**config.mk**
```make
export PLATFORM = sky130hd
export DESIGN_NAME = dual_dac_modulator_backend
export DESIGN_NICKNAME = d
export VERILOG_FILES = /design/src/design/dual_dac_backend_pkg.sv /design/src/design/dual_dac_modulator_backend.sv
export VERILOG_INCLUDE_DIRS = /design/src /design/src/design
export SDC_FILE = /design/constraint.sdc
export NUM_CORES = 2
export LEC_CHECK = 0
export BUFFER_PORTS_ARGS = -buffer_cell sky130_fd_sc_hd__buf_4
export CAP_MARGIN = 20
export CORE_MARGIN = 2
export CORE_UTILIZATION = 40
export CTS_BUF_LIST = sky130_fd_sc_hd__clkbuf_8 sky130_fd_sc_hd__clkbuf_16
export CTS_CLUSTER_SIZE = 14
export DETAILED_ROUTE_END_ITERATION = 16
export SKIP_LAST_GASP = 1
export SYNTH_ARGS = -nofsm -noshare
export SYNTH_HDL_FRONTEND = slang
export SYNTH_SLANG_ARGS = --single-unit
```
**constraint.sdc**
```tcl
create_clock -name clock_in -period 19.9 [get_ports clock_in]
set_clock_uncertainty 0.2 [all_clocks]
set_input_delay 3.98 -clock clock_in [delete_from_list [all_inputs] [get_ports clock_in]]
set_output_delay 3.98 -clock clock_in [all_outputs]
set_load 0.05 [all_outputs]
```
**src/design/dual_dac_backend_cfg.svh**
```systemverilog
// Register offsets, field positions, reset values and constants of the converter back end
`ifndef DUAL_DAC_BACKEND_CFG_SVH
`define DUAL_DAC_BACKEND_CFG_SVH

// Word byte addresses
`define ADDR_COMMON        8'h00
`define ADDR_OSC_FREQ_WORD 8'h04
`define ADDR_OSC_PHASE     8'h08
`define ADDR_CHAN_A_GAIN   8'h0c
`define ADDR_CHAN_B_GAIN   8'h10
`define ADDR_CHAN_A_OFFSET 8'h14
`define ADDR_CHAN_B_OFFSET 8'h18
`define ADDR_AUX_A         8'h1c
`define ADDR_AUX_B         8'h20
`define ADDR_PHASE_ACC     8'h24

// Common register fields
`define BIT_BANDGAP_OFF    0
`define BIT_TWOS_COMP      2
`define BIT_LOW_POWER_OSC  3
`define BIT_SIDEBAND_INV   4
`define BIT_GAIN_CUT       5
`define BIT_INV_SINC_EN    6

// Gain register fields
`define FINE_LSB           0
`define COARSE_LSB         8

// Reset values
`define COMMON_RESET       8'h00
`define COARSE_RESET       4'hd
`define FINE_RESET         6'h00
`define OFFSET_RESET       12'h000
`define AUX_RESET          10'h000

// Inverse-sinc taps
`define TAP_0              12'sd2
`define TAP_1              -12'sd4
`define TAP_2              12'sd10
`define TAP_3              -12'sd35
`define TAP_C              12'sd401

// Minus 3 dB factor: 181/256 = 0.707
`define GAIN_CUT_MUL       9'sd181
`define SINC_TAPS          9

`endif

```
**src/design/dual_dac_backend_pkg.sv**
```systemverilog
// Types shared by the converter back end
package dual_dac_backend_pkg;
    typedef logic signed [11:0] sample_type;
    typedef logic [3:0]         coarse_type;
    typedef logic [5:0]         fine_type;
endpackage : dual_dac_backend_pkg

```
**src/design/dual_dac_modulator_backend.sv**
```systemverilog
// Digital back end: oscillator, modulator, inverse sinc, gain, offset, aux
//
// Operation
// - Mix 12-bit I and Q with oscillator cosine and sine.
// - A setting inverts sine sign for lower or upper sideband.
// - Full mode: 32-bit frequency word from four bytes, f = M*fs/2^32.
// - Start phase is 16 bits over two bytes covering full circle.
// - Low-power mode uses only top five frequency bits, f = M*fs/32.
// - Low-power phase uses only top five bits of upper phase byte.
// - Gain-cut option lowers modulator gain by 3 dB.
// - Optional nine-tap symmetric inverse-sinc filter 2,-4,10,-35,401.
// - Inverse-sinc path carries 3.4 dB DC loss versus bypass.
// - Common bit 2 selects offset binary or two's complement input.
// - Codes map min, mid and max as binary or two's complement.
// - Positive output is code/4095, negative output carries remainder.
// - Common bit 0 powers down bandgap for external reference.
// - Per channel 4-bit coarse gain, default 1101 gives 20 mA.
// - Per channel 6-bit fine gain in second configuration register.
// - Fine gain code is two's complement from -32 to +31.
// - Per channel digital offset added just before converter core.
// - Offset is two's complement -1024 to +1023, default zero.
// - Two 10-bit aux converters, outputs code/1023 and complement.
//
// Design decisions made here: the address map and register access over Wishbone.
`timescale 1ns/1ps
`default_nettype none
`include "dual_dac_backend_cfg.svh"

module dual_dac_modulator_backend
    import dual_dac_backend_pkg::*;
(
    // Clock and reset
    input  wire logic        clock_in,
    input  wire logic        rst_n_in,
    // Wishbone slave
    input  wire logic        wb_cyc_in,
    input  wire logic        wb_stb_in,
    input  wire logic        wb_we_in,
    input  wire logic [7:0]  wb_adr_in,
    input  wire logic [3:0]  wb_sel_in,
    input  wire logic [31:0] wb_dat_in,
    output logic      [31:0] wb_dat_out,
    output logic             wb_ack_out,
    // Interpolated samples, one per clock
    input  wire logic [11:0] i_sample_in,
    input  wire logic [11:0] q_sample_in,
    // Converter core codes, unsigned 0..4095
    output logic      [11:0] chan_a_code_out,
    output logic      [11:0] chan_b_code_out,
    // Analog control
    output logic             bandgap_off_out,
    output logic      [3:0]  chan_a_coarse_out,
    output logic      [5:0]  chan_a_fine_out,
    output logic      [3:0]  chan_b_coarse_out,
    output logic      [5:0]  chan_b_fine_out,
    output logic      [9:0]  aux_a_code_out,
    output logic      [9:0]  aux_b_code_out
);

    logic [7:0]       common_q;
    logic [31:0]      osc_freq_word_q;
    logic [15:0]      osc_phase_q;
    logic [9:0]       gain_a_q;
    logic [9:0]       gain_b_q;
    logic [11:0]      offset_a_q;
    logic [11:0]      offset_b_q;
    logic [9:0]       aux_a_q;
    logic [9:0]       aux_b_q;
    logic [31:0]      phase_acc_q;
    logic             ack_q;
    logic             wb_req;
    logic             wb_wr;

    assign wb_req = wb_cyc_in && wb_stb_in && !ack_q;
    assign wb_wr  = wb_req && wb_we_in;

    // Byte-lane merge so partial writes keep the other lanes
    function automatic logic [31:0] merge(input logic [31:0] old_v,
                                          input logic [31:0] new_v,
                                          input logic [3:0]  sel);
        logic [31:0] r;
        r = old_v;
        for (int b = 0; b < 4; b++) begin
            if (sel[b]) begin
                r[8*b +: 8] = new_v[8*b +: 8];
            end
        end
        return r;
    endfunction : merge

    // Ack one cycle after request, dropped the next
    always_ff @(posedge clock_in or negedge rst_n_in) begin
        if (!rst_n_in) begin
            ack_q <= 1'b0;
        end else begin
            ack_q <= wb_req;
        end
    end

    always_ff @(posedge clock_in or negedge rst_n_in) begin
        if (!rst_n_in) begin
            wb_dat_out <= 32'h0000_0000;
        end else if (wb_req) begin
            case (wb_adr_in)
                `ADDR_COMMON:        wb_dat_out <= {24'h0, common_q};
                `ADDR_OSC_FREQ_WORD: wb_dat_out <= osc_freq_word_q;
                `ADDR_OSC_PHASE:     wb_dat_out <= {16'h0, osc_phase_q};
                `ADDR_CHAN_A_GAIN:   wb_dat_out <= {20'h0, gain_a_q[9:6],
                                                    2'h0, gain_a_q[5:0]};
                `ADDR_CHAN_B_GAIN:   wb_dat_out <= {20'h0, gain_b_q[9:6],
                                                    2'h0, gain_b_q[5:0]};
                `ADDR_CHAN_A_OFFSET: wb_dat_out <= {20'h0, offset_a_q};
                `ADDR_CHAN_B_OFFSET: wb_dat_out <= {20'h0, offset_b_q};
                `ADDR_AUX_A:         wb_dat_out <= {22'h0, aux_a_q};
                `ADDR_AUX_B:         wb_dat_out <= {22'h0, aux_b_q};
                `ADDR_PHASE_ACC:     wb_dat_out <= phase_acc_q;
                default:             wb_dat_out <= 32'h0000_0000;
            endcase
        end
    end
    assign wb_ack_out = ack_q;

    // Register writes
    always_ff @(posedge clock_in or negedge rst_n_in) begin
        if (!rst_n_in) begin
            common_q        <= `COMMON_RESET;
            osc_freq_word_q <= 32'h0000_0000;
            osc_phase_q     <= 16'h0000;
            gain_a_q        <= {`COARSE_RESET, `FINE_RESET};
            gain_b_q        <= {`COARSE_RESET, `FINE_RESET};
            offset_a_q      <= `OFFSET_RESET;
            offset_b_q      <= `OFFSET_RESET;
            aux_a_q         <= `AUX_RESET;
            aux_b_q         <= `AUX_RESET;
        end else if (wb_wr) begin
            case (wb_adr_in)
                `ADDR_COMMON: begin
                    if (wb_sel_in[0]) common_q <= wb_dat_in[7:0];
                end
                `ADDR_OSC_FREQ_WORD: begin
                    // Four byte lanes are the four frequency bytes
                    osc_freq_word_q <= merge(osc_freq_word_q, wb_dat_in,
                                             wb_sel_in);
                end
                `ADDR_OSC_PHASE: begin
                    osc_phase_q <= 16'(merge({16'h0, osc_phase_q},
                                             wb_dat_in,
                                             wb_sel_in));
                end
                `ADDR_CHAN_A_GAIN: begin
                    if (wb_sel_in[0]) gain_a_q[5:0] <= wb_dat_in[5:0];
                    if (wb_sel_in[1]) gain_a_q[9:6] <= wb_dat_in[11:8];
                end
                `ADDR_CHAN_B_GAIN: begin
                    if (wb_sel_in[0]) gain_b_q[5:0] <= wb_dat_in[5:0];
                    if (wb_sel_in[1]) gain_b_q[9:6] <= wb_dat_in[11:8];
                end
                `ADDR_CHAN_A_OFFSET: begin
                    offset_a_q <= 12'(merge({20'h0, offset_a_q},
                                            wb_dat_in, wb_sel_in));
                end
                `ADDR_CHAN_B_OFFSET: begin
                    offset_b_q <= 12'(merge({20'h0, offset_b_q},
                                            wb_dat_in, wb_sel_in));
                end
                `ADDR_AUX_A: begin
                    aux_a_q <= 10'(merge({22'h0, aux_a_q},
                                         wb_dat_in, wb_sel_in));
                end
                `ADDR_AUX_B: begin
                    aux_b_q <= 10'(merge({22'h0, aux_b_q},
                                         wb_dat_in, wb_sel_in));
                end
                default: begin
                end
            endcase
        end
    end

    // Oscillator
    logic        low_power;
    logic [31:0] phase_step;
    logic [31:0] phase_sum;
    logic [31:0] phase_now;
    logic [7:0]  angle;

    assign low_power = common_q[`BIT_LOW_POWER_OSC];
    // Low power keeps only the top five bits of word and phase
    assign phase_step = low_power ? {osc_freq_word_q[31:27], 27'h0}
                                  : osc_freq_word_q;
    assign phase_now  = low_power ? {osc_phase_q[15:11], 27'h0}
                                  : {osc_phase_q, 16'h0};
    assign phase_sum  = phase_acc_q + phase_now;
    assign angle      = phase_sum[31:24];

    always_ff @(posedge clock_in or negedge rst_n_in) begin
        if (!rst_n_in) begin
            phase_acc_q <= 32'h0000_0000;
        end else begin
            phase_acc_q <= phase_acc_q + phase_step;
        end
    end

    // Quarter-wave free sine: 256-point table built by a function
    function automatic logic signed [11:0] sine_of(input logic [7:0] a);
        real v;
        v = $sin(2.0 * 3.14159265358979 * real'(a) / 256.0) * 2047.0;
        return 12'($rtoi(v));
    endfunction : sine_of

    logic signed [11:0] sine_rom [256];
    for (genvar k = 0; k < 256; k++) begin : g_rom
        assign sine_rom[k] = sine_of(8'(k));
    end

    logic signed [11:0] sin_v;
    logic signed [11:0] cos_v;
    assign cos_v = sine_rom[8'(angle + 8'h40)];
    assign sin_v = common_q[`BIT_SIDEBAND_INV] ? -sine_rom[angle]
                                               : sine_rom[angle];

    // Input format: flip MSB to turn offset binary into signed
    sample_type i_s;
    sample_type q_s;
    assign i_s = common_q[`BIT_TWOS_COMP] ? i_sample_in
                 : {~i_sample_in[11], i_sample_in[10:0]};
    assign q_s = common_q[`BIT_TWOS_COMP] ? q_sample_in
                 : {~q_sample_in[11], q_sample_in[10:0]};

    // Modulator: i*cos - q*sin, scaled back to 12 bits
    logic signed [24:0] mix_full;
    logic signed [33:0] mix_cut;
    logic signed [13:0] mix_d;
    logic signed [13:0] mix_q;
    assign mix_full = 25'(i_s * cos_v) - 25'(q_s * sin_v);
    assign mix_cut  = mix_full * `GAIN_CUT_MUL;
    assign mix_d    = common_q[`BIT_GAIN_CUT] ? 14'(mix_cut >>> 19)
                                              : 14'(mix_full >>> 11);

    always_ff @(posedge clock_in or negedge rst_n_in) begin
        if (!rst_n_in) begin
            mix_q <= 14'sh0;
        end else begin
            mix_q <= mix_d;
        end
    end

    // Saturate modulator output to 12 bits
    sample_type mod_s;
    assign mod_s = (mix_q > 14'sd2047) ? 12'sh7ff
                 : (mix_q < -14'sd2048) ? 12'sh800 : 12'(mix_q);

    // Inverse-sinc filter; taps sum to 347, shift by 9 gives 3.4 dB loss
    sample_type sinc_q [`SINC_TAPS];
    for (genvar t = 0; t < `SINC_TAPS; t++) begin : g_line
        always_ff @(posedge clock_in or negedge rst_n_in) begin
            if (!rst_n_in) begin
                sinc_q[t] <= 12'sh0;
            end else begin
                sinc_q[t] <= (t == 0) ? mod_s : sinc_q[(t == 0) ? 0 : t - 1];
            end
        end
    end

    logic signed [23:0] fir_acc;
    assign fir_acc = 24'(`TAP_0 * (sinc_q[0] + 13'(sinc_q[8])))
                   + 24'(`TAP_1 * (sinc_q[1] + 13'(sinc_q[7])))
                   + 24'(`TAP_2 * (sinc_q[2] + 13'(sinc_q[6])))
                   + 24'(`TAP_3 * (sinc_q[3] + 13'(sinc_q[5])))
                   + 24'(`TAP_C * sinc_q[4]);

    sample_type path_s;
    assign path_s = common_q[`BIT_INV_SINC_EN] ? 12'(fir_acc >>> 9)
                                               : sinc_q[4];

    // Offset before core, then back to unsigned code 0..4095
    function automatic logic [11:0] offset_code(input sample_type s,
                                                input logic [11:0] off);
        logic signed [13:0] v;
        v = 14'(s) + 14'($signed(off[10:0]));
        if (v > 14'sd2047) v = 14'sd2047;
        if (v < -14'sd2048) v = -14'sd2048;
        return {~v[11], v[10:0]};
    endfunction : offset_code

    // Channel A takes the modulated path, channel B its quadrature
    logic signed [24:0] quad_full;
    sample_type quad_s;
    assign quad_full = 25'(i_s * sin_v) + 25'(q_s * cos_v);
    assign quad_s    = 12'(quad_full >>> 12);

    always_ff @(posedge clock_in or negedge rst_n_in) begin
        if (!rst_n_in) begin
            chan_a_code_out <= 12'h800;
            chan_b_code_out <= 12'h800;
        end else begin
            chan_a_code_out <= offset_code(path_s, offset_a_q);
            chan_b_code_out <= offset_code(quad_s, offset_b_q);
        end
    end

    // Analog controls straight from registers
    assign bandgap_off_out   = common_q[`BIT_BANDGAP_OFF];
    assign chan_a_coarse_out = gain_a_q[9:6];
    assign chan_a_fine_out   = gain_a_q[5:0];
    assign chan_b_coarse_out = gain_b_q[9:6];
    assign chan_b_fine_out   = gain_b_q[5:0];
    assign aux_a_code_out    = aux_a_q;
    assign aux_b_code_out    = aux_b_q;

endmodule : dual_dac_modulator_backend
`default_nettype wire

```
Word-level counts from Yosys, hierarchy flattened

Memory sizes are Yosys's and may differ from the RTL's.
Cells that the tools add are included.

Bits in registers: 331
Memory bits (read-only): 6144
Input bits: 73
Logic and storage cells: 126
Memories: 2

Add/sub/neg operators: 17
Multiply operators: 8
Order comparisons: 8
Equality and inequality tests: 9
Mux-type cells: 18
Bitwise operators: 6
Reduce and logical (&&, ||, !) cells: 24

Memories:

| memory           | depth | bits a word | rd ports | clocked after Yosys merged registers in | write ports | RTL line                          | source |
|---|---|---|---|---|---|---|---|
| (name not given) | 256   | 12          | 1        | 0                                       | 0           | dual_dac_modulator_backend.sv:220 | `: sine_rom[angle];` |
| (name not given) | 256   | 12          | 1        | 0                                       | 0           | dual_dac_modulator_backend.sv:218 | `assign cos_v = sine_rom[8'(angle + 8'h40)];` |

Operators with widths:

| kind                                                                               | count |
|---|---|
| 32-bit case mux with 10 select lines                                               | 1 |
| 12-bit two-way mux                                                                 | 12 |
| 12-bit by 12-bit multiplier with 24-bit output                                     | 4 |
| 32-bit adder                                                                       | 2 |
| 3-bit AND reduction                                                                | 19 |
| 27-bit two-way mux                                                                 | 2 |
| 12-bit by 12-bit adder with 13-bit output                                          | 4 |
| 14-bit by 12-bit less-than comparator with 1-bit output (second input constant)    | 3 |
| 14-bit two-way mux                                                                 | 3 |
| 25-bit by 9-bit multiplier with 33-bit output (second input constant)              | 1 |
| 8-bit by 5-bit equality test with 1-bit output (second input constant)             | 4 |
| 12-bit by 11-bit adder with 13-bit output                                          | 2 |
| 13-bit by 12-bit greater-than comparator with 1-bit output (second input constant) | 2 |
| 24-bit by 24-bit subtractor with 25-bit output                                     | 1 |
| 24-bit adder                                                                       | 1 |
| 14-bit by 21-bit adder with 21-bit output                                          | 1 |
| 21-bit by 18-bit adder with 21-bit output                                          | 1 |
| 21-bit by 20-bit adder with 21-bit output                                          | 1 |
| 21-bit adder                                                                       | 1 |
| 10-bit by 12-bit multiplier with 21-bit output (first input constant)              | 1 |
| 7-bit by 13-bit multiplier with 20-bit output (first input constant)               | 1 |
| 13-bit negation with 19-bit output                                                 | 1 |
| 9-bit >= comparator (second input constant)                                        | 2 |
| 8-bit inverter with 9-bit output                                                   | 2 |
| other kinds (11)                                                                   | 18 |

Depth between registers and ports, before layout

Depth after elaboration: 16
Depth in mapped cells: 70

Worst setup path after synthesis

Ideal clock, no wire load.

Path type: register to register
Start: reg common_q[3]
End: reg mix_q[12]
Library setup time: 126 ps
Arrival: 15392 ps
Setup slack: 4182 ps
Cell stages (with the launch flop): 65
Period minus slack after synthesis: 15718 ps
Cells stage by stage: dfrtp_1 > clkbuf_1 > nor2b_1 > ha_1 > o21ai_0 > a22oi_1 > mux2_2 > nor3_1 > clkbuf_1 > clkbuf_1 > ha_1 > clkbuf_1 > nand2_1 > mux2i_1 > o311a_1 > a311o_1 > o21ai_0 > mux2_2 > (+29 left out) > inv_1 > fa_1 > inv_1 > fa_1 > inv_1 > ha_1 > nand4_1 > nor2_1 > a2111oi_0 > nor2_1 > a221oi_1 > a211oi_1 > o31ai_1 > o21bai_1 > a21o_1 > a21oi_1 > o21bai_1 > o311a_1

Longest elaborated chain between the ends: 12

RTL lines:

| element                                                        | RTL line                                                             | source |
|---|---|---|
| start, declared                                                | dual_dac_modulator_backend.sv:60                                     | `logic [7:0] common_q;` |
| start signal, assigned                                         | dual_dac_modulator_backend.sv:126                                    | `` common_q <= `COMMON_RESET; `` |
| start signal, assigned                                         | dual_dac_modulator_backend.sv:138                                    | `if (wb_sel_in[0]) common_q <= wb_dat_in[7:0];` |
| 27-bit two-way mux (*)                                         | dual_dac_modulator_backend.sv:191                                    | `assign phase_now = low_power ? {osc_phase_q[15:11], 27'h0}` |
| 32-bit adder (*)                                               | dual_dac_modulator_backend.sv:193                                    | `assign phase_sum = phase_acc_q + phase_now;` |
| 8-bit inverter with 9-bit output (implied by the code)         | dual_dac_modulator_backend.sv:219, dual_dac_modulator_backend.sv:220 |  |
| memory read 256 x 12 bit                                       | --                                                                   |  |
| 12-bit two-way mux (implied by the code) (2 in series)         | dual_dac_modulator_backend.sv:220                                    |  |
| 12-bit negation                                                | dual_dac_modulator_backend.sv:219                                    | `` assign sin_v = common_q[`BIT_SIDEBAND_INV] ? -sine_rom[angle] `` |
| 12-bit two-way mux                                             | dual_dac_modulator_backend.sv:219                                    |  |
| 12-bit by 12-bit multiplier with 24-bit output                 | dual_dac_modulator_backend.sv:235                                    | `assign mix_full = 25'(i_s * cos_v) - 25'(q_s * sin_v);` |
| 24-bit by 24-bit subtractor with 25-bit output (*)             | dual_dac_modulator_backend.sv:235                                    |  |
| 25-bit by 9-bit multiplier with 33-bit output (no source line) | --                                                                   |  |
| 14-bit two-way mux (*)                                         | dual_dac_modulator_backend.sv:237                                    | `` assign mix_d = common_q[`BIT_GAIN_CUT] ? 14'(mix_cut >>> 19) `` |
| net mix_d[12]                                                  | dual_dac_modulator_backend.sv:233                                    | `logic signed [13:0] mix_d;` |
| end signal, assigned                                           | dual_dac_modulator_backend.sv:244                                    | `mix_q <= mix_d;` |
| end, declared                                                  | dual_dac_modulator_backend.sv:234                                    | `logic signed [13:0] mix_q;` |

The timed path passes the listed nets; every way through them passes the cells marked *. The select of a mux whose other input is x is not followed.
A chain may end at the register's enable or synchronous reset.

Final worst setup path

Ends and elaborated chain as after synthesis.

==> results.yml <==
status:
  status: "completed"
critical_path:
  cp_slowest_cell: "a222oi_1"
  critPathMaxStageDelay_ns: 0.77
  r2r_end: "mix_q[12]$_DFF_PN0_"
  crit_start: "common_q[3]$_DFFE_PN0P_"
  critPathMostFrequentCell: "fa_1"
  critPathKind: "register to register"
  crit_arrival_ns: 18.30
  r2r_slack_ns: 1.85
  worst-path-max-fanout: 38
  crit_end: "mix_q[12]$_DFF_PN0_"
  endpoint_kind: "register"
  crit-reg2reg-launch: "common_q[3]$_DFFE_PN0P_"
  start_kind: "register"
  r2r_cells: 60
  required_ns: 20.15
cts:
  cts_resized: 0
  ctsHoldBuffers: 0
  clk_pin_slew_ns: 0.06
  clkLatencyLatePin_ns: 0.57
  cts_setup_buffers: 0
  h-tree-depth: 2
  cts_tree: "built"
  numCtsBuffers: 38
  cts_sinks: 331
  cts_buffer_depth: 3
  cts_root_buffer: "clkbuf_16"
layout:
  fillerInstances: 12700
  syn2layout_area_growth_pct: 8.66
  drive_gt1_share_pct: 9.46
  layout.nets: 7100
timing:
  post-route-period-util_pct: 90.7
  slew_viol_final: 0
  layout_min_cycle_time_ns: 18.05
  setup_viol: 0
  tns_ns: 0
  relSlewSlack_pct: 13.8
  tightest_slew_ns: 1.29
  rsz0062_at_grt: "false"
  max_freq_ghz: 0.0554
  hold_viol: 0
synthesis:
  ys_warn_count: 0
  synth_top_area_cell: "fa_1"
  synth.most_common_cell: "inv_1"
  synth_top_area_share_pct: 32.2
  syn_area_um2: 52800
  yosys-top-cells-area: "fa_1 (32%), dfrtp_1 (15%), ha_1 (14%), inv_1 (8.4%), nand2_1 (3.5%)"
  synth.avg_cell_area_um2: 9.55
  ys_seq_area_share_pct: 15.7
  syn_nets: 7047
  ys.flop_type: "dfrtp_1"
  synth_edf_count: 0
  netlist_instances: 5531
  synth-async-reset-ratio_pct: 100
  synth_seq_cells: 331
  synth_top_cells_by_count: "inv_1 (1182), fa_1 (849), ha_1 (594)"
  synth.distinct_cells: 90
drt:
  wl_per_cell_um: 19.8
  num_vias: 38500
  drt.antenna.violating_nets: 0
  drt-vias-per-instance: 5.22
  drt_iter0_drc: 2642
  dr.pass1.iters: 8
  drcViolationCount: 0
  routed_wl_um: 146000
grt:
  antenna_found_initial: 6
  met3_usage_pct: 2.86
  grt_pass1_vias: 41100
  grt_overflow: 0
  gr-usage-met2_pct: 37.3
  grtUsageTotal_pct: 22.0
  grt_max_degree: 149
  grt_most_used_layer: "met2"
  grtUsageMet1_pct: 29.6
  grt_pass1_wl_um: 235000
die:
  row_count: 133
  die-area_um2: 135000
  die_x_um: 367
  fp.dieH_um: 367
  io_pins: 171
  initial_core_util_pct: 40.2
  core_area_um2: 131000
place:
  dpl.hpwl_um: 118000
  gp_congestion: 0.923
  io_buffer_count: 170
hold_path:
  hold_path_class: "register to register"
run:
  max_cap_viol_count: 0
-- registers in the layout (all words and copies together) (netlist names) --
name	cells
aux_a_code_out	10
wb_ack_out	1
offset_a_q	12
osc_phase_q	16
sinc_q	108
aux_b_code_out	10
osc_freq_word_q	32
chan_a_code_out	12
mix_q	14
gain_b_q	10
wb_dat_out	32
gain_a_q	10
chan_b_code_out	12
phase_acc_q	32
offset_b_q	12
common_q	8
-- cells by family (layout without fill, tap and decap cells) --
group                    after synthesis  count (layout)  synth area share, %
AO/OA/AOI/OAI                        762             762                 9.76
XOR/XNOR                             237             237                 4.00
adder cells (fa/ha/maj)             1443            1443                 46.3
buffers and inverters               1397            1478                 10.0
flip-flops                           331             331                 15.7
multiplexers                         168             168                 3.54
other                                  0               1                    0
AND/OR/NAND/NOR                     1193            1193                 10.7
-- metrics by stage --
stage                     setup WS [ns]  instance area [um^2]  util [%]  hold slack, ns  cells
final                              1.85                 57400      43.7           0.168   7368
after global routing              0.864                 57400      43.7           0.180   7367
after detailed placement           1.73                 56100      42.7           0.160   7297
after global placement             1.96                 56100      42.7           0.158   7297
after CTS                          1.69                 57400      43.7           0.172   7365
after floorplan                    4.18                 52800         -           0.154   5531
-- per-layer routing --
layer  vias to the layer above  wire length [um]
li1                      17600                 -
met1                     19600             62700
met2                      1042             71000
met3                       209              7910
met4                        10              4400
met5                         -                61
-- cell type report --
cell class	count	area (um^2)	share of cell area (%)
inverter	1184	4440	7.75
tap	1755	2200	3.83
multi-input combinational	3803	39400	68.7
timing repair buffer	226	1730	3.01
sequential	331	8290	14.5
clock inverter	20	181	0.316
clock buffer	48	1090	1.90
antenna	1	2.50	0.00436
-- worst min path at each step --
stage                                    start                    to  slack (ns)  cells past startpoint
after CTS                 sinc_q[69]$_DFF_PN0_  sinc_q[57]$_DFF_PN0_        0.17                      0
final                     sinc_q[92]$_DFF_PN0_  sinc_q[80]$_DFF_PN0_        0.17                      0
after global placement    sinc_q[89]$_DFF_PN0_  sinc_q[77]$_DFF_PN0_        0.16                      0
after detailed placement  sinc_q[18]$_DFF_PN0_   sinc_q[6]$_DFF_PN0_        0.16                      0
after floorplan           sinc_q[12]$_DFF_PN0_   sinc_q[0]$_DFF_PN0_        0.15                      0
after global routing      sinc_q[89]$_DFF_PN0_  sinc_q[77]$_DFF_PN0_        0.18                      0
-- worst max-delay path, delay by kind of cell, from the launching register on --
| family | cells | cell delay (ns) |
|---|---|---|
| buffers and inverters | 13 | 1.96 |
| AO/OA/AOI/OAI | 19 | 5.82 |
| AND/OR/NAND/NOR | 11 | 2.39 |
| flip-flops | 1 | 0.71 |
| XOR/XNOR | 3 | 0.70 |
| adder cells (fa/ha/maj) | 14 | 6.08 |
-- placed cells by master (no fill, tap or decap), types with 50 or more instances in the layout --
cell,n
inv_1,1189
fa_1,849
ha_1,594
nand2_1,488
dfrtp_1,323
buf_4,221
nor2_1,201
and2_1,184
a21oi_1,180
xnor2_1,168
mux2_2,148
o21ai_0,130
nor2b_1,71
nor3_1,58
a22oi_1,57
o21bai_1,54
xor2_1,50
Power is left out: the tool's default activity adds up to more than one toggle a clock period on the data nets, which glitch-free logic cannot reach.
